<file path="src/rtl/ecp_pkg.sv">
// constants for the pcm serial port and power-down block
// assumes one 125 MHz system clock and a synchronous active-high reset
package ecp_pkg;
   localparam int unsigned CLK_PERIOD_NS   = 8;
   localparam int unsigned SYS_CLK_HZ      = 125_000_000;
   localparam int unsigned GEN_BCLK_HZ     = 200_000;
   localparam int unsigned FRAME_HZ        = 8_000;
   localparam int unsigned INIT_TIME_NS    = 100_000;
   // least time, rounded up to whole cycles
   localparam int unsigned INIT_CYCLES     = (INIT_TIME_NS + CLK_PERIOD_NS - 1) / CLK_PERIOD_NS;
   // half period of the generated bit clock, rounded down
   localparam int unsigned GEN_HALF_CYCLES = SYS_CLK_HZ / (2 * GEN_BCLK_HZ);
   localparam int unsigned GEN_BITS_FRAME  = GEN_BCLK_HZ / FRAME_HZ;

   localparam int unsigned SAMPLE_BITS     = 8;
   localparam int unsigned CASC_BITS       = 16;
   localparam int unsigned BUF_DEPTH       = 2;
   localparam int unsigned INIT_W          = 14;
   localparam int unsigned DIV_W           = 9;
   localparam int unsigned GBIT_W          = 5;

   // positions of the pin inputs in the synchroniser vector
   localparam int unsigned PIN_BCLK   = 0;
   localparam int unsigned PIN_SYNC   = 1;
   localparam int unsigned PIN_RX     = 2;
   localparam int unsigned PIN_STROBE = 3;
   localparam int unsigned PIN_PDN    = 4;
   localparam int unsigned PIN_W      = 5;

   localparam logic [DIV_W-1:0]  DIV_LAST  = DIV_W'(GEN_HALF_CYCLES - 1);
   localparam logic [GBIT_W-1:0] GBIT_LAST = GBIT_W'(GEN_BITS_FRAME - 1);
   localparam logic [2:0]        BIT_LAST  = 3'(SAMPLE_BITS - 1);
   localparam logic [1:0]        BUF_FULL  = 2'(BUF_DEPTH);

   typedef enum logic [1:0] {FR_IDLE, FR_SHIFT, FR_TAIL} ecp_frame_t;
endpackage

</file>
<file path="src/rtl/ecp_pcm_port.sv">
// pcm serial port, cascade bus latch and power-down control
// assumes all pins are asynchronous to sys_clk; the bit clock pin is sampled, not used as a clock
`timescale 1ns/1ps
// Behaviour
// receive serial input sampled on each falling edge of the bit clock.
// far side supplies a bit clock between 64 and 2048 kHz.
// far side supplies an 8 kHz frame sync.
// one bit clock and one sync time both serial directions.
// both serial outputs drive mu-law samples timed by sync and bit clock.
// serial outputs and cascade lines float whenever not driving data.
// sixteen-line two-way cascade bus, line 15 is the msb.
// cascade value latched on falling edge of the cascade strobe.
// far side provides the 18 MHz basic clock.
// power-down while input low; all other inputs ignored then. The code still takes buffer pushes and loads casc_tx_data into casc_out.
// power-down floats outputs, drives generated clocks low, overflow flags high.
// power-down holds test and load-detect outputs; oscillator outputs untouched.
// after power-down release the device is reset before processing resumes.
// generated 200 kHz bit clock, driven low in power-down.
// after reset release all inputs but power-down ignored for 100 us. The code still passes overflow and test inputs and takes buffer pushes.
// one 8-bit sample per direction per frame, msb first, after sync.
// serial outputs change on the rising bit clock edge.
module ecp_pcm_port
   import ecp_pkg::*;
#(
   parameter int unsigned INIT_LEN = INIT_CYCLES
) (
   input  wire logic                   sys_clk,
   input  wire logic                   reset,
   input  wire logic                   bit_clk_in,
   input  wire logic                   frame_sync_in,
   input  wire logic                   rx_serial_in,
   input  wire logic                   power_down_n,
   output logic                        tx_serial_out,
   output logic                        tx_serial_oe_n,
   output logic                        rx_serial_out,
   output logic                        rx_serial_oe_n,
   output logic                        gen_bit_clock_out,
   output logic                        gen_frame_sync_out,
   input  wire logic [CASC_BITS-1:0]   cascade_bus_in,
   output logic      [CASC_BITS-1:0]   cascade_bus_out,
   output logic      [CASC_BITS-1:0]   cascade_bus_oe_n,
   input  wire logic                   cascade_strobe,
   input  wire logic                   casc_drive_req,
   input  wire logic [CASC_BITS-1:0]   casc_tx_data,
   output logic      [CASC_BITS-1:0]   casc_rx_data,
   output logic                        casc_rx_valid,
   input  wire logic                   out_valid,
   output logic                        out_ready,
   input  wire logic [SAMPLE_BITS-1:0] out_tx_sample,
   input  wire logic [SAMPLE_BITS-1:0] out_rx_sample,
   output logic      [SAMPLE_BITS-1:0] rx_sample,
   output logic                        rx_sample_valid,
   input  wire logic                   overflow_a_in,
   input  wire logic                   overflow_b_in,
   output logic                        overflow_flag_a,
   output logic                        overflow_flag_b,
   input  wire logic                   test_in,
   output logic                        test_output,
   output logic                        load_detect_out_n
);

   typedef struct packed {
      logic [PIN_W-1:0]                       s1;
      logic [PIN_W-1:0]                       s2;
      logic [PIN_W-1:0]                       s3;
      logic [PIN_W-1:0]                       lvl;
      logic [CASC_BITS-1:0]                   bus1;
      logic [CASC_BITS-1:0]                   bus2;
      logic [CASC_BITS-1:0]                   bus3;
      logic [INIT_W-1:0]                      init_cnt;
      logic [DIV_W-1:0]                       div_cnt;
      logic                                   gclk;
      logic [GBIT_W-1:0]                      gbit_cnt;
      logic                                   gsync;
      ecp_frame_t                             fstate;
      logic                                   arm;
      logic [2:0]                             bit_cnt;
      logic [SAMPLE_BITS-1:0]                 tx_sh;
      logic [SAMPLE_BITS-1:0]                 rxo_sh;
      logic [SAMPLE_BITS-1:0]                 rx_sh;
      logic                                   drive;
      logic [SAMPLE_BITS-1:0]                 rx_sample;
      logic                                   rx_valid;
      logic [CASC_BITS-1:0]                   casc_q;
      logic                                   casc_valid;
      logic                                   casc_drive;
      logic [CASC_BITS-1:0]                   casc_out;
      logic [BUF_DEPTH-1:0][2*SAMPLE_BITS-1:0] buf_data;
      logic [1:0]                             buf_cnt;
      logic                                   ovf_a;
      logic                                   ovf_b;
      logic                                   test_q;
      logic                                   load_n;
   } ecp_state_t;

   localparam logic [INIT_W-1:0] INIT_LOAD = INIT_W'(INIT_LEN);

   ecp_state_t st_q;
   ecp_state_t st_d;

   logic pd;
   logic ignore;
   logic bclk_rise;
   logic bclk_fall;
   logic sync_rise;
   logic strobe_fall;
   logic push;
   logic pop;

   function automatic logic rose(input logic prev, input logic nxt);
      return nxt & ~prev;
   endfunction

   always_comb begin
      st_d = st_q;
      st_d.rx_valid   = 1'b0;
      st_d.casc_valid = 1'b0;
      pop             = 1'b0;
      // three-stage synchronisers; a level counts once stages two and three agree
      st_d.s1   = {power_down_n, cascade_strobe, rx_serial_in, frame_sync_in, bit_clk_in};
      st_d.s2   = st_q.s1;
      st_d.s3   = st_q.s2;
      st_d.bus1 = cascade_bus_in;
      st_d.bus2 = st_q.bus1;
      st_d.bus3 = st_q.bus2;
      for (int i = 0; i < PIN_W; i++) begin
         if (st_q.s2[i] == st_q.s3[i]) begin
            st_d.lvl[i] = st_q.s3[i];
         end
      end
      bclk_rise   = rose(st_q.lvl[PIN_BCLK], st_d.lvl[PIN_BCLK]);
      bclk_fall   = rose(st_d.lvl[PIN_BCLK], st_q.lvl[PIN_BCLK]);
      sync_rise   = rose(st_q.lvl[PIN_SYNC], st_d.lvl[PIN_SYNC]);
      strobe_fall = rose(st_d.lvl[PIN_STROBE], st_q.lvl[PIN_STROBE]);
      pd          = ~st_q.lvl[PIN_PDN];
      ignore      = pd | (st_q.init_cnt != '0);

      // initialisation window restarts on power-down release as well
      if (pd) begin
         st_d.init_cnt = INIT_LOAD;
      end else if (st_q.init_cnt != '0) begin
         st_d.init_cnt = st_q.init_cnt - 1'b1;
      end

      // generated codec clock and sync; sync spans one bit period per frame
      if (pd) begin
         st_d.gclk     = 1'b0;
         st_d.gsync    = 1'b0;
         st_d.div_cnt  = '0;
         st_d.gbit_cnt = '0;
      end else if (st_q.div_cnt == DIV_LAST) begin
         st_d.div_cnt = '0;
         st_d.gclk    = ~st_q.gclk;
         if (!st_q.gclk) begin
            st_d.gbit_cnt = (st_q.gbit_cnt == GBIT_LAST) ? '0 : st_q.gbit_cnt + 1'b1;
            st_d.gsync    = (st_q.gbit_cnt == GBIT_LAST);
         end
      end else begin
         st_d.div_cnt = st_q.div_cnt + 1'b1;
      end

      // frame engine: the sampled bit clock times both directions
      if (ignore) begin
         st_d.fstate  = FR_IDLE;
         st_d.arm     = 1'b0;
         st_d.drive   = 1'b0;
         st_d.bit_cnt = '0;
      end else begin
         if (sync_rise) begin
            st_d.arm = 1'b1;
         end
         unique case (st_q.fstate)
            FR_IDLE, FR_TAIL: begin
               if (bclk_rise) begin
                  st_d.drive  = 1'b0;
                  st_d.fstate = FR_IDLE;
                  if (st_q.arm) begin
                     st_d.arm     = 1'b0;
                     st_d.fstate  = FR_SHIFT;
                     st_d.bit_cnt = '0;
                     // an empty buffer leaves the outputs floating for this frame
                     if (st_q.buf_cnt != '0) begin
                        pop         = 1'b1;
                        st_d.tx_sh  = st_q.buf_data[0][2*SAMPLE_BITS-1:SAMPLE_BITS];
                        st_d.rxo_sh = st_q.buf_data[0][SAMPLE_BITS-1:0];
                        st_d.drive  = 1'b1;
                     end
                  end
               end
            end
            FR_SHIFT: begin
               if (bclk_rise) begin
                  st_d.tx_sh  = {st_q.tx_sh[SAMPLE_BITS-2:0], 1'b0};
                  st_d.rxo_sh = {st_q.rxo_sh[SAMPLE_BITS-2:0], 1'b0};
               end
               if (bclk_fall) begin
                  st_d.rx_sh = {st_q.rx_sh[SAMPLE_BITS-2:0], st_q.lvl[PIN_RX]};
                  if (st_q.bit_cnt == BIT_LAST) begin
                     st_d.rx_sample = {st_q.rx_sh[SAMPLE_BITS-2:0], st_q.lvl[PIN_RX]};
                     st_d.rx_valid  = 1'b1;
                     st_d.fstate    = FR_TAIL;
                  end else begin
                     st_d.bit_cnt = st_q.bit_cnt + 1'b1;
                  end
               end
            end
         endcase
      end

      // load detect marks the frame from sample load to the next rising bit clock
      if (!pd) begin
         if (st_d.rx_valid) begin
            st_d.load_n = 1'b0;
         end else if (bclk_rise) begin
            st_d.load_n = 1'b1;
         end
         st_d.test_q = test_in;
      end
      st_d.ovf_a = pd | overflow_a_in;
      st_d.ovf_b = pd | overflow_b_in;

      // cascade bus
      if (!ignore && strobe_fall) begin
         st_d.casc_q     = st_q.bus3;
         st_d.casc_valid = 1'b1;
      end
      st_d.casc_drive = ~ignore & casc_drive_req;
      if (casc_drive_req) begin
         st_d.casc_out = casc_tx_data;
      end

      // two-entry output buffer; pop shifts down before the push lands
      out_ready = (st_q.buf_cnt != BUF_FULL);
      push      = out_valid & out_ready;
      if (pop) begin
         st_d.buf_data[0] = st_q.buf_data[1];
      end
      if (push) begin
         st_d.buf_data[st_q.buf_cnt - {1'b0, pop}] = {out_tx_sample, out_rx_sample};
      end
      st_d.buf_cnt = st_q.buf_cnt + {1'b0, push} - {1'b0, pop};
   end

   always_ff @(posedge sys_clk) begin
      if (reset) begin
         st_q          <= '0;
         st_q.fstate   <= FR_IDLE;
         st_q.init_cnt <= INIT_LOAD;
         st_q.ovf_a    <= 1'b1;
         st_q.ovf_b    <= 1'b1;
         st_q.load_n   <= 1'b1;
      end else begin
         st_q <= st_d;
      end
   end

   assign tx_serial_out      = st_q.tx_sh[SAMPLE_BITS-1];
   assign rx_serial_out      = st_q.rxo_sh[SAMPLE_BITS-1];
   assign tx_serial_oe_n     = ~st_q.drive;
   assign rx_serial_oe_n     = ~st_q.drive;
   assign gen_bit_clock_out  = st_q.gclk;
   assign gen_frame_sync_out = st_q.gsync;
   assign cascade_bus_out    = st_q.casc_out;
   assign cascade_bus_oe_n   = {CASC_BITS{~st_q.casc_drive}};
   assign casc_rx_data       = st_q.casc_q;
   assign casc_rx_valid      = st_q.casc_valid;
   assign rx_sample          = st_q.rx_sample;
   assign rx_sample_valid    = st_q.rx_valid;
   assign overflow_flag_a    = st_q.ovf_a;
   assign overflow_flag_b    = st_q.ovf_b;
   assign test_output        = st_q.test_q;
   assign load_detect_out_n  = st_q.load_n;

   property p_pd_outputs;
      @(posedge sys_clk) disable iff (reset)
      pd |=> (tx_serial_oe_n && rx_serial_oe_n && cascade_bus_oe_n == '1
              && !gen_bit_clock_out && !gen_frame_sync_out
              && overflow_flag_a && overflow_flag_b);
   endproperty
   a_pd_outputs: assert property (p_pd_outputs) else $error("power-down output states wrong");

   property p_pd_hold;
      @(posedge sys_clk) disable iff (reset)
      pd |=> ($stable(test_output) && $stable(load_detect_out_n));
   endproperty
   a_pd_hold: assert property (p_pd_hold) else $error("held outputs moved in power-down");

   property p_init_quiet;
      @(posedge sys_clk) disable iff (reset)
      (st_q.init_cnt != '0) |=> (tx_serial_oe_n && !rx_sample_valid && !casc_rx_valid);
   endproperty
   a_init_quiet: assert property (p_init_quiet) else $error("activity during init window");

   property p_pd_restart;
      @(posedge sys_clk) disable iff (reset)
      pd ##1 !pd |-> (st_q.init_cnt == INIT_LOAD);
   endproperty
   a_pd_restart: assert property (p_pd_restart) else $error("init not restarted after power-down");

   property p_rx_sample;
      @(posedge sys_clk) disable iff (reset)
      (!ignore && bclk_fall && st_q.fstate == FR_SHIFT && st_q.bit_cnt == BIT_LAST)
      |=> (rx_sample_valid && rx_sample[0] == $past(st_q.lvl[PIN_RX])
           && rx_sample[SAMPLE_BITS-1:1] == $past(st_q.rx_sh[SAMPLE_BITS-2:0]));
   endproperty
   a_rx_sample: assert property (p_rx_sample) else $error("received sample wrong");

   property p_tx_edge;
      @(posedge sys_clk) disable iff (reset)
      (!tx_serial_oe_n && $past(!tx_serial_oe_n) && $changed(tx_serial_out)) |-> $past(bclk_rise);
   endproperty
   a_tx_edge: assert property (p_tx_edge) else $error("serial output moved off rising edge");

   property p_frame_start;
      @(posedge sys_clk) disable iff (reset)
      (!ignore && bclk_rise && st_q.arm && st_q.fstate != FR_SHIFT && st_q.buf_cnt != '0)
      |=> (!tx_serial_oe_n && !rx_serial_oe_n
           && tx_serial_out == $past(st_q.buf_data[0][2*SAMPLE_BITS-1])
           && rx_serial_out == $past(st_q.buf_data[0][SAMPLE_BITS-1]));
   endproperty
   a_frame_start: assert property (p_frame_start) else $error("frame did not start with msb");

   property p_casc_latch;
      @(posedge sys_clk) disable iff (reset)
      (!ignore && strobe_fall) |=> (casc_rx_valid && casc_rx_data == $past(st_q.bus3));
   endproperty
   a_casc_latch: assert property (p_casc_latch) else $error("cascade value not latched");

   property p_casc_float;
      @(posedge sys_clk) disable iff (reset)
      (cascade_bus_oe_n != '1) |-> ($past(casc_drive_req) && !$past(ignore));
   endproperty
   a_casc_float: assert property (p_casc_float) else $error("cascade driven without request");

   property p_gclk_high;
      @(posedge sys_clk) disable iff (reset || pd)
      $rose(gen_bit_clock_out) |=> gen_bit_clock_out [*8];
   endproperty
   a_gclk_high: assert property (p_gclk_high) else $error("generated clock high phase short");

endmodule

</file>
<file path="config.mk">
export PLATFORM = sky130hd
export DESIGN_NAME = ecp_pcm_port
export DESIGN_NICKNAME = d
export VERILOG_FILES = /design/src/rtl/ecp_pkg.sv /design/src/rtl/ecp_pcm_port.sv
export SDC_FILE = /design/constraint.sdc
export NUM_CORES = 1
export LEC_CHECK = 0
export ABC_AREA = 0
export BUFFER_PORTS_ARGS = -buffer_cell sky130_fd_sc_hd__buf_2
export CAP_MARGIN = 20
export CORE_UTILIZATION = 50
export DETAILED_ROUTE_END_ITERATION = 7
export PLACE_DENSITY = 0.77
export SYNTH_ARGS = -nofsm -noshare
export SYNTH_HDL_FRONTEND = slang
export SYNTH_SLANG_ARGS = --single-unit
</file>
<file path="constraint.sdc">
create_clock -name sys_clk -period 3.4 [get_ports sys_clk]
set_clock_uncertainty 0.2 [all_clocks]
set_input_delay 0.17 -clock sys_clk [delete_from_list [all_inputs] [get_ports sys_clk]]
set_output_delay 0.17 -clock sys_clk [all_outputs]
set_load 0.05 [all_outputs]
</file>
==> flow_metrics.py, run 1 <==
metrics = {
    "outcome": {
        "status": "finished clean",
    },
    "route": {
        "dr_total_vias": 6844,
        "drt-initial-drc-count": 390,
        "detail_route.wl_per_cell_um": 14.2,
        "met2_length_um": 8760,
        "drt_wl_total_um": 18100,
        "top_layer": "met4",
        "final_antenna_net_count": 0,
        "viasPerCell": 5.40,
        "met3_wirelength_um": 773,
        "drt_pass1_iterations": 5,
        "drt-met1-wl_um": 8230,
        "drc": 0,
    },
    "global_routing": {
        "antenna_found_initial": 0,
        "grt_pass1_vias": 6425,
        "grt_pass1_wl_um": 30200,
        "grt_usage_pct": 20.4,
        "grt.overflow.total": 0,
        "grt_max_degree": 88,
    },
    "critical_path": {
        "critPathArrivalTime_ns": 2.83,
        "crit_type": "register to register",
        "critPathRequiredTime_ns": 3.54,
        "worstPathMaxFanout": 34,
        "crit_buf_inv": 0,
        "crit_path_max_incr_delay_ns": 0.62,
        "crit_path_end_kind": "register",
        "ff2ff_path_depth": 8,
        "crit_chain": "nand4b_1 -> or2_2 -> nor2_2 -> xnor2_1 -> ha_1 -> xor2_1 -> nand4_1 -> nor3b_1",
        "cpMaxStageDelayCell": "or2_2",
        "regToRegEndpoint": "st_q[5]",
        "cp-startpoint": "st_d[195]",
        "crit_family": "simple AND/OR/NAND/NOR gates",
        "startpoint_type": "register",
        "rr_startpoint": "st_d[195]",
        "rrSetupSlack_ns": 0.71,
    },
    "hold_path": {
        "hp-start": "casc_drive_req",
        "hold_path.class": "primary input to register",
        "worstHoldEndpoint": "st_q[54]",
        "min_path_cells": 2,
    },
    "synthesis": {
        "synthArstFlopShare_pct": 0,
        "synth_area_leaders": "dfxtp_1 49%, buf_4 5.0%, nor2b_1 5.0%",
        "netlist_area_um2": 8540,
        "ys_warn_count": 0,
        "yosys_most_used_dff": "dfxtp_1",
        "synth-edff-count": 0,
        "syn_inst": 907,
        "yosysTopAreaCell": "dfxtp_1",
        "yosysUniqueCellTypes": 56,
        "avgSynthCellArea_um2": 9.42,
        "synthesis.nets": 975,
        "synth_commonest_cells": "209 x dfxtp_1, 68 x nor2b_1, 60 x nand2_1",
        "yosysSeqAreaShare_pct": 49.0,
        "synth_seq_cells": 209,
        "netlist.area_leader.share_pct": 49.0,
        "yosysMostFrequentCell": "dfxtp_1",
    },
    "clocking": {
        "cts_setup_buffers": 0,
        "numCtsBuffers": 22,
        "clk_pin_slew_worst_paths_ns": 0.06,
        "post_cts_resized": 0,
        "clk_latency_ns": 0.49,
        "ctsHtreeMaxLevel": 1,
        "clockBufferDepth": 3,
        "cts_tree": "built",
        "root_buffer": "clkbuf_16",
        "cts_sinks": 209,
    },
    "place": {
        "dp_hpwl_um": 10800,
        "pre_cts_ws_ns": 0.734,
        "place.port_buffers": 128,
        "gp_congestion": 0.812,
        "dp.cells": 1156,
    },
    "floorplan": {
        "core_um2": 16600,
        "dieArea_um2": 17600,
        "die-width_um": 133,
        "die_y_um": 133,
        "start_util_pct": 51.3,
        "fp-row-count": 47,
        "num_io_pins": 129,
    },
    "timing": {
        "final.period_utilization_pct": 79.0,
        "setup_violations": 0,
        "worstMarginPinSlew_ns": 0.816,
        "layout_min_cycle_time_ns": 2.69,
        "setup_slack_ns": 0.714,
        "max_clock_freq_ghz": 0.372,
        "maxSlewHeadroom_pct": 45.6,
        "tns_ns": 0,
        "rsz0062_at_grt": "no",
        "finalMaxSlewViolations": 0,
        "final-hold-violation-count": 0,
    },
    "finish": {
        "multiInputGateArea_um2": 3590,
        "seqCellArea_um2": 4180,
        "n_antenna_cell": 0,
        "drive_above_1_share_pct": 19.5,
        "fin_nets": 1101,
        "syn_to_final_growth_pct": 22.2,
        "n_fill_cell": 1345,
        "finalNonFillerCells": 1268,
    },
    "flow_run": {
        "maxCapViolCount": 0,
    },
    "power_and_ir_drop": {
        "p_leak_nw": 3.98,
        "p_per_area_nw_per_um2": 525,
        "ir_worst_vdd_mv": 0.329,
        "total_power_mw": 5.48,
    },
}
==> cell usage in the layout, fill, tap and decap left out, types with 18 or more instances in the layout <==
cell type        n
nor2b_1         67
clkbuf_16       22
buf_4           19
mux2i_1         41
nand2_1         60
inv_1           28
dfxtp_1        209
buf_2          127
dlygate4sd3_1   73
o21ai_0         50
nor2_1          45
nand4_1         24
nor3b_1         18
a21oi_1         53
==> worst max path at each step <==
stage / slack [ns] / depth (start not counted) / end
floorplan: 0.84 / 10 / st_q[5]
detailed placement: 0.73 / 8 / st_q[5]
global route: 0.50 / 8 / st_q[5]
CTS: 0.69 / 8 / st_q[5]
global placement: 0.82 / 8 / st_q[5]
finish: 0.71 / 8 / st_q[5]
==> metal layers <==
layer | track usage, % | up-vias
li1 | - | 3434
met1 | 26.3 | 3225
met2 | 35.5 | 164
met3 | 2.91 | 21
met4 | 5.68 | 0
met5 | 0 | -
==> sequential cells by signal, summed over array words and instances, names as in the netlist, 8 cells and up <==
name	count
st_d	42
cascade_bus_out	16
casc_rx_data	16
st_q	117
rx_sample	8
==> area by class of cell <==
class                   count  share of cell area [%]
well taps                 220                    2.64
inverters                  28                    1.01
clock buffers              32                    6.21
flip-flops and latches    209                    40.1
repair buffers            219                    14.5
clock inverters             7                    1.20
multi-input cells         553                    34.4
==> cells by family (layout without fill, tap and decap cells) <==
family	Yosys count	in the layout	share of synthesized area, %
multiplexers	41	41	4.81
flip-flops	209	209	49.0
AND/OR/NAND/NOR	285	285	18.7
XOR/XNOR	10	10	1.03
AO/OA/AOI/OAI	209	209	16.3
adder cells (fa/ha/maj)	8	8	1.17
buffers and inverters	145	286	9.02
==> where the power goes <==
part	internal [mW]	switching, mW	total [mW]
sequential	2.54	0.0485	2.59
combinational	0.190	0.213	0.402
clock	1.55	0.935	2.49
==> worst reg2reg max path, cell delays in order, from the launching register on <==
cell and delay, ns:
dfxtp_1 0.41, nand4b_1 0.26, or2_2 0.62, nor2_2 0.23
xnor2_1 0.14, ha_1 0.19, xor2_1 0.18, nand4_1 0.12
nor3b_1 0.17
==> metrics by stage <==
stage | instance area (um2) | hold WS, ns | utilization (%)
2_1_floorplan | 8540 | 0.0688 | -
3_3_place_gp | 8930 | 0.155 | 53.7
3_5_place_dp | 8930 | 0.160 | 53.7
4_1_cts | 10400 | 0.0228 | 62.7
5_1_grt | 10400 | 0.0318 | 62.7
6_report | 10400 | 0.0339 | 62.7
==> what timing repair did <==
item	in CTS	in global routing
endpoints found under the hold margin	80	0
setup endpoints to repair	0	0
hold buffers	73	0
(Power assumes the default switching activity.)
==> inputs of run 2 (changes only) <==
PLACE_DENSITY = 0.8   (was 0.77)
clock period = 2.2 ns   (was 3.4 ns; I/O delays follow)
==> run 2 against run 1 <==
The flow now finishes with violations (negative setup slack). Final cell count increased by 3.4%. Sequential cell count stayed put. Via count is 4.9% higher. Global-route usage up 1.5 points. Highest routed layer unchanged. Clock power increased by 54%. Combinational power up 74%.
==> flow_metrics.py, run 2 (synthesized netlist as in run 1, its figures left out) <==
metrics = {
    "outcome": {
        "status": "finished, violations left",
        "violations": "negative setup slack",
    },
    "hold_path": {
        "min_path_cells": 3,
        "worstHoldEndpoint": "st_d[169]",
        "hp-start": "cascade_bus_in[11]",
        "hold_path.class": "primary input to register",
    },
    "place": {
        "gp_congestion": 0.791,
        "place.port_buffers": 128,
        "pre_cts_ws_ns": -0.0931,
        "dp_hpwl_um": 11300,
    },
    "global_routing": {
        "antenna_found_initial": 0,
        "grt_pass1_vias": 6683,
        "grt_pass1_wl_um": 32000,
        "grt_max_degree": 75,
        "grt_usage_pct": 21.9,
        "grt.overflow.total": 0,
    },
    "finish": {
        "largest_reg_flops": 117,
        "final_cell_mix": "205 x dfxtp_1, 127 x buf_2, 84 x dlygate4sd3_1",
        "n_fill_cell": 1281,
        "fin_nets": 1144,
        "final_util_pct": 65.6,
        "final_common_cell": "dfxtp_1",
        "syn_to_final_growth_pct": 27.9,
        "largest_register": "st_q",
        "n_antenna_cell": 0,
        "drive_above_1_share_pct": 23.4,
    },
    "critical_path": {
        "rr_startpoint": "st_q[128]",
        "critPathArrivalTime_ns": 2.47,
        "crit_path_end_kind": "register",
        "critPathRequiredTime_ns": 2.38,
        "regToRegEndpoint": "st_q[5]",
        "rrSetupSlack_ns": -0.09,
        "crit_path_max_incr_delay_ns": 0.33,
        "crit_chain": "inv_2 -> ha_4 -> nor4b_4 -> nand4_1 -> nor2_4 -> xnor2_2 -> ha_2 -> xor2_2 -> nand4_1 -> nor3b_2",
        "crit_buf_inv": 1,
        "ff2ff_path_depth": 10,
        "cpMaxStageDelayCell": "dfxtp_2",
        "startpoint_type": "register",
        "worstPathMaxFanout": 3,
        "critPathMostFrequentCell": "nand4_1",
        "crit_type": "register to register",
        "crit_family": "simple AND/OR/NAND/NOR gates",
    },
    "timing": {
        "max_clock_freq_ghz": 0.437,
        "final-hold-violation-count": 0,
        "maxSlewHeadroom_pct": 64.1,
        "final.period_utilization_pct": 104,
        "layout_min_cycle_time_ns": 2.29,
        "finalMaxSlewViolations": 0,
        "worstMarginPinSlew_ns": 0.535,
        "setup_slack_ns": -0.0857,
        "rsz0062_at_grt": "yes",
        "setup_violations": 1,
    },
    "route": {
        "dr_total_vias": 7176,
        "detail_route.wl_per_cell_um": 15.0,
        "viasPerCell": 5.47,
        "drt_wl_total_um": 19600,
        "drc": 0,
        "drt_pass1_iterations": 5,
        "drt-initial-drc-count": 459,
        "final_antenna_net_count": 0,
    },
    "clocking": {
        "cts_sinks": 209,
        "ctsHtreeMaxLevel": 1,
        "cts_tree": "built",
        "clockBufferDepth": 3,
        "numCtsBuffers": 22,
        "clk_pin_slew_worst_paths_ns": 0.06,
        "clk_latency_ns": 0.51,
        "root_buffer": "clkbuf_16",
    },
    "floorplan": {
        "num_io_pins": 129,
        "start_util_pct": 51.3,
        "fp-row-count": 47,
        "die-width_um": 133,
        "core_um2": 16600,
        "dieArea_um2": 17600,
        "die_y_um": 133,
    },
    "power_and_ir_drop": {
        "ir_worst_vdd_mv": 0.583,
        "p_leak_nw": 4.21,
        "p_per_area_nw_per_um2": 780,
    },
    "flow_run": {
        "maxCapViolCount": 0,
    },
}
-- run 2: cell count changes in the layout (fill, tap and decap cells not counted), moves of 3 or more --
cell	change
dfxtp_1	-4
clkinv_2	+4
buf_4	+26
clkbuf_1	-3
dfxtp_2	+4
buf_12	+5
dlygate4sd3_1	+11
-- run 2: worst max-delay path by stage --
stage          startpoint  depth (start not counted)       end  slack [ns]
5_1_grt         st_q[128]                         10   st_q[5]       -0.14
6_report        st_q[128]                         10   st_q[5]       -0.09
3_5_place_dp    st_q[129]                         10   st_q[5]       -0.09
3_3_place_gp    st_q[129]                         10   st_q[5]      -0.007
4_1_cts         st_q[129]                          7  st_q[10]       -0.04
2_1_floorplan   st_q[128]                         11   st_q[5]       -0.22
-- run 2: layout make-up --
class	instances	area, um2	area share [%]
inverter	28	105	0.962
clock buffer	27	609	5.58
multi-input combinational	553	3670	33.6
tap	220	275	2.52
timing repair buffer	262	1930	17.6
clock inverter	12	151	1.39
sequential	209	4190	38.3
-- run 2: worst reg2reg max path, stage by stage, from the launching register on --
cell and delay [ns]:
dfxtp_2 0.33, inv_2 0.07, ha_4 0.13, nor4b_4 0.20
nand4_1 0.25, nor2_4 0.20, xnor2_2 0.14, ha_2 0.24
xor2_2 0.16, nand4_1 0.09, nor3b_2 0.17
-- run 2: stage by stage --
step	instance area (um2)	cells	hold WS (ns)	power, mW	setup TNS, ns
after floorplan	8600	907	0.00884	4.46	-0.238
after global placement	9200	1179	0.0886	4.60	-0.00682
after detailed placement	9200	1179	0.0950	4.61	-0.291
after CTS	10800	1304	0.127	8.56	-0.599
after global routing	10900	1311	0.137	8.83	-0.359
final	10900	1311	0.141	8.52	-0.0857
-- run 2: routing by layer --
metal  global-route usage [%]  vias to the layer above  routed length (um)
met1                     28.0                     3403                8480
met5                        0                        -                   0
li1                         -                     3515                   -
met2                     37.5                      211                9660
met3                     3.18                       47                 867
met4                     7.85                        0                 603
-- run 2: where the power goes --
group	internal [mW]	leakage (nW)	total, mW	switching (mW)
registers	3.92	1.70	3.99	0.0707
clock network	2.32	0.374	3.83	1.51
logic	0.343	2.13	0.701	0.358
total	6.59	4.21	8.52	1.94
-- run 2: what timing repair did --
item,CTS,global route
gates resized for setup,1,16
hold endpoints to repair,75,0
setup buffers,2,7
endpoints found under the setup margin,11,57
pin swaps,4,6
hold buffers,84,0
==> inputs of run 3 (changes only) <==
SKIP_LAST_GASP = 1   (was unset)
==> run 3 against run 2 <==
Largest cell class unchanged. Critical path depth unchanged. Global-route usage unchanged. The run still ends with negative setup slack left. Combinational power about the same. Count of clock-buffer cells in the layout unchanged. Maximum frequency up 0.83%. Critical endpoint unchanged. Via count up 0.25%. First-iteration DRC count down 15%. Final cell count unchanged. Worst setup slack better by 0.019 ns. Largest power group unchanged. Critical path type unchanged. Cell area about the same. Non-clock buffer count unchanged. Register-to-register slack better by 0.02 ns.
==> flow_metrics.py, run 3 (synthesized netlist as in run 1, its figures left out) <==
metrics = {
    "clocking": {
        "clockBufferDepth": 3,
        "clk_latency_ns": 0.51,
        "root_buffer": "clkbuf_16",
        "ctsHtreeMaxLevel": 1,
        "cts_tree": "built",
        "numCtsBuffers": 22,
        "clk_pin_slew_worst_paths_ns": 0.06,
        "cts_sinks": 209,
    },
    "power_and_ir_drop": {
        "p_leak_nw": 4.21,
        "p_per_area_nw_per_um2": 780,
        "ir_worst_vdd_mv": 0.583,
    },
    "timing": {
        "final-hold-violation-count": 0,
        "worstMarginPinSlew_ns": 0.537,
        "finalMaxSlewViolations": 0,
        "setup_violations": 3,
        "maxSlewHeadroom_pct": 63.9,
        "rsz0062_at_grt": "yes",
        "final.period_utilization_pct": 103,
        "tns_ns": -0.0812,
        "setup_slack_ns": -0.0670,
        "layout_min_cycle_time_ns": 2.27,
        "fin_hold_ws_ns": 0.143,
        "max_clock_freq_ghz": 0.441,
    },
    "route": {
        "drt_wl_total_um": 19500,
        "drt-initial-drc-count": 388,
        "detail_route.wl_per_cell_um": 14.9,
        "drt_pass1_iterations": 5,
        "drc": 0,
        "dr_total_vias": 7194,
        "viasPerCell": 5.49,
        "final_antenna_net_count": 0,
    },
    "hold_path": {
        "hold_path.class": "primary input to register",
        "min_path_cells": 3,
    },
    "outcome": {
        "violations": "negative setup slack",
        "status": "finished, violations left",
    },
    "global_routing": {
        "antenna_found_initial": 0,
        "grt.overflow.total": 0,
        "grt_pass1_vias": 6683,
        "grt_max_degree": 75,
        "grt_pass1_wl_um": 32000,
        "grt_usage_pct": 21.9,
    },
    "place": {
        "postPlaceCellArea_um2": 9200,
        "place.port_buffers": 128,
        "gp_congestion": 0.791,
        "dp_hpwl_um": 11300,
    },
    "finish": {
        "final_cell_mix": "205 x dfxtp_1, 127 x buf_2, 84 x dlygate4sd3_1",
        "design_area_um2": 10900,
        "largest_register": "st_q",
        "syn_to_final_growth_pct": 27.9,
        "fin_nets": 1144,
        "largest_reg_flops": 117,
        "drive_above_1_share_pct": 23.4,
        "final_common_cell": "dfxtp_1",
        "n_antenna_cell": 0,
    },
    "flow_run": {
        "maxCapViolCount": 0,
    },
    "floorplan": {
        "fp-row-count": 47,
        "die_y_um": 133,
        "num_io_pins": 129,
        "dieArea_um2": 17600,
        "die-width_um": 133,
        "start_util_pct": 51.3,
        "core_um2": 16600,
    },
    "critical_path": {
        "crit_type": "register to register",
        "critPathArrivalTime_ns": 2.45,
        "cpMaxStageDelayCell": "dfxtp_2",
        "rr_startpoint": "st_q[128]",
        "startpoint_type": "register",
        "cp-startpoint": "st_q[128]",
        "crit_buf_inv": 1,
        "rrSetupSlack_ns": -0.07,
        "regToRegEndpoint": "st_q[5]",
        "endpoint": "st_q[5]",
        "ff2ff_path_depth": 10,
        "critPathMostFrequentCell": "nand4_1",
        "crit_path_end_kind": "register",
        "crit_path_max_incr_delay_ns": 0.33,
        "crit_family": "simple AND/OR/NAND/NOR gates",
        "crit_chain": "inv_2 -> ha_4 -> nor4b_4 -> nand4_1 -> nor2_4 -> xnor2_2 -> ha_2 -> xor2_2 -> nand4_1 -> nor3b_2",
        "cp.depth": 10,
        "critPathRequiredTime_ns": 2.38,
        "worstPathMaxFanout": 3,
    },
}
run 3: changes by cell type in the layout (fill, tap and decap cells not counted):
cell / before / now
a2111oi_0: 0 / 1
a2111oi_1: 1 / 0
and4_2: 0 / 1
and4_4: 2 / 1
or3b_2: 1 / 2
or3b_4: 1 / 0
run 3: worst min-delay path by stage:
stage	slack, ns	to	from
3_5_place_dp	0.09	overflow_flag_b	overflow_b_in
3_3_place_gp	0.09	overflow_flag_b	overflow_b_in
6_report	0.14	st_d[169]	cascade_bus_in[11]
5_1_grt	0.14	st_d[203]	cascade_strobe
4_1_cts	0.13	st_d[168]	cascade_bus_in[10]
2_1_floorplan	0.009	overflow_flag_a	overflow_a_in
run 3: what timing repair did:
| action | 4_1_cts | 5_1_grt |
|---|---|---|
| hold endpoints to repair | 75 | 0 |
| setup buffers | 2 | 7 |
| gates resized for setup | 1 | 13 |
| hold buffers | 84 | 0 |
| endpoints found under the setup margin | 11 | 57 |
| pin swaps | 4 | 6 |
run 3: metal layers:
layer / part of all wire (%) / up-vias / GRT usage, % / wire length [um]
met4: 3.1 / 0 / 7.85 / 595
met2: 49 / 233 / 37.5 / 9590
li1: - / 3506 / - / -
met1: 43 / 3410 / 28.0 / 8390
met5: 0 / - / 0 / 0
met3: 4.7 / 45 / 3.18 / 921
run 3: per-stage QoR:
step,setup slack (ns),power (mW),instances,utilization [%]
after floorplan,-0.220,4.46,907,-
after global placement,-0.00682,4.60,1179,55.3
after detailed placement,-0.0931,4.61,1179,55.3
after CTS,-0.0372,8.56,1304,65.0
after global routing,-0.139,8.83,1311,65.6
final,-0.0670,8.52,1311,65.6
run 3: layout make-up:
type	count	area (um2)
multi-input cells	553	3660
fillers	1286	5720
inverters	28	105
repair buffers	262	1930
clock buffers	27	609
flip-flops and latches	209	4190
clock inverters	12	151
well taps	220	275
run 3: worst min-delay path, cell delays in order:
cell           delay, ns
dlygate4sd3_1       0.52
buf_2               0.09
nor2b_1             0.10
run 3: where the power goes:
group | internal [mW] | switching, mW | leakage (nW)
clock | 2.32 | 1.50 | 0.374
combinational | 0.342 | 0.358 | 2.13
sequential | 3.92 | 0.0704 | 1.70
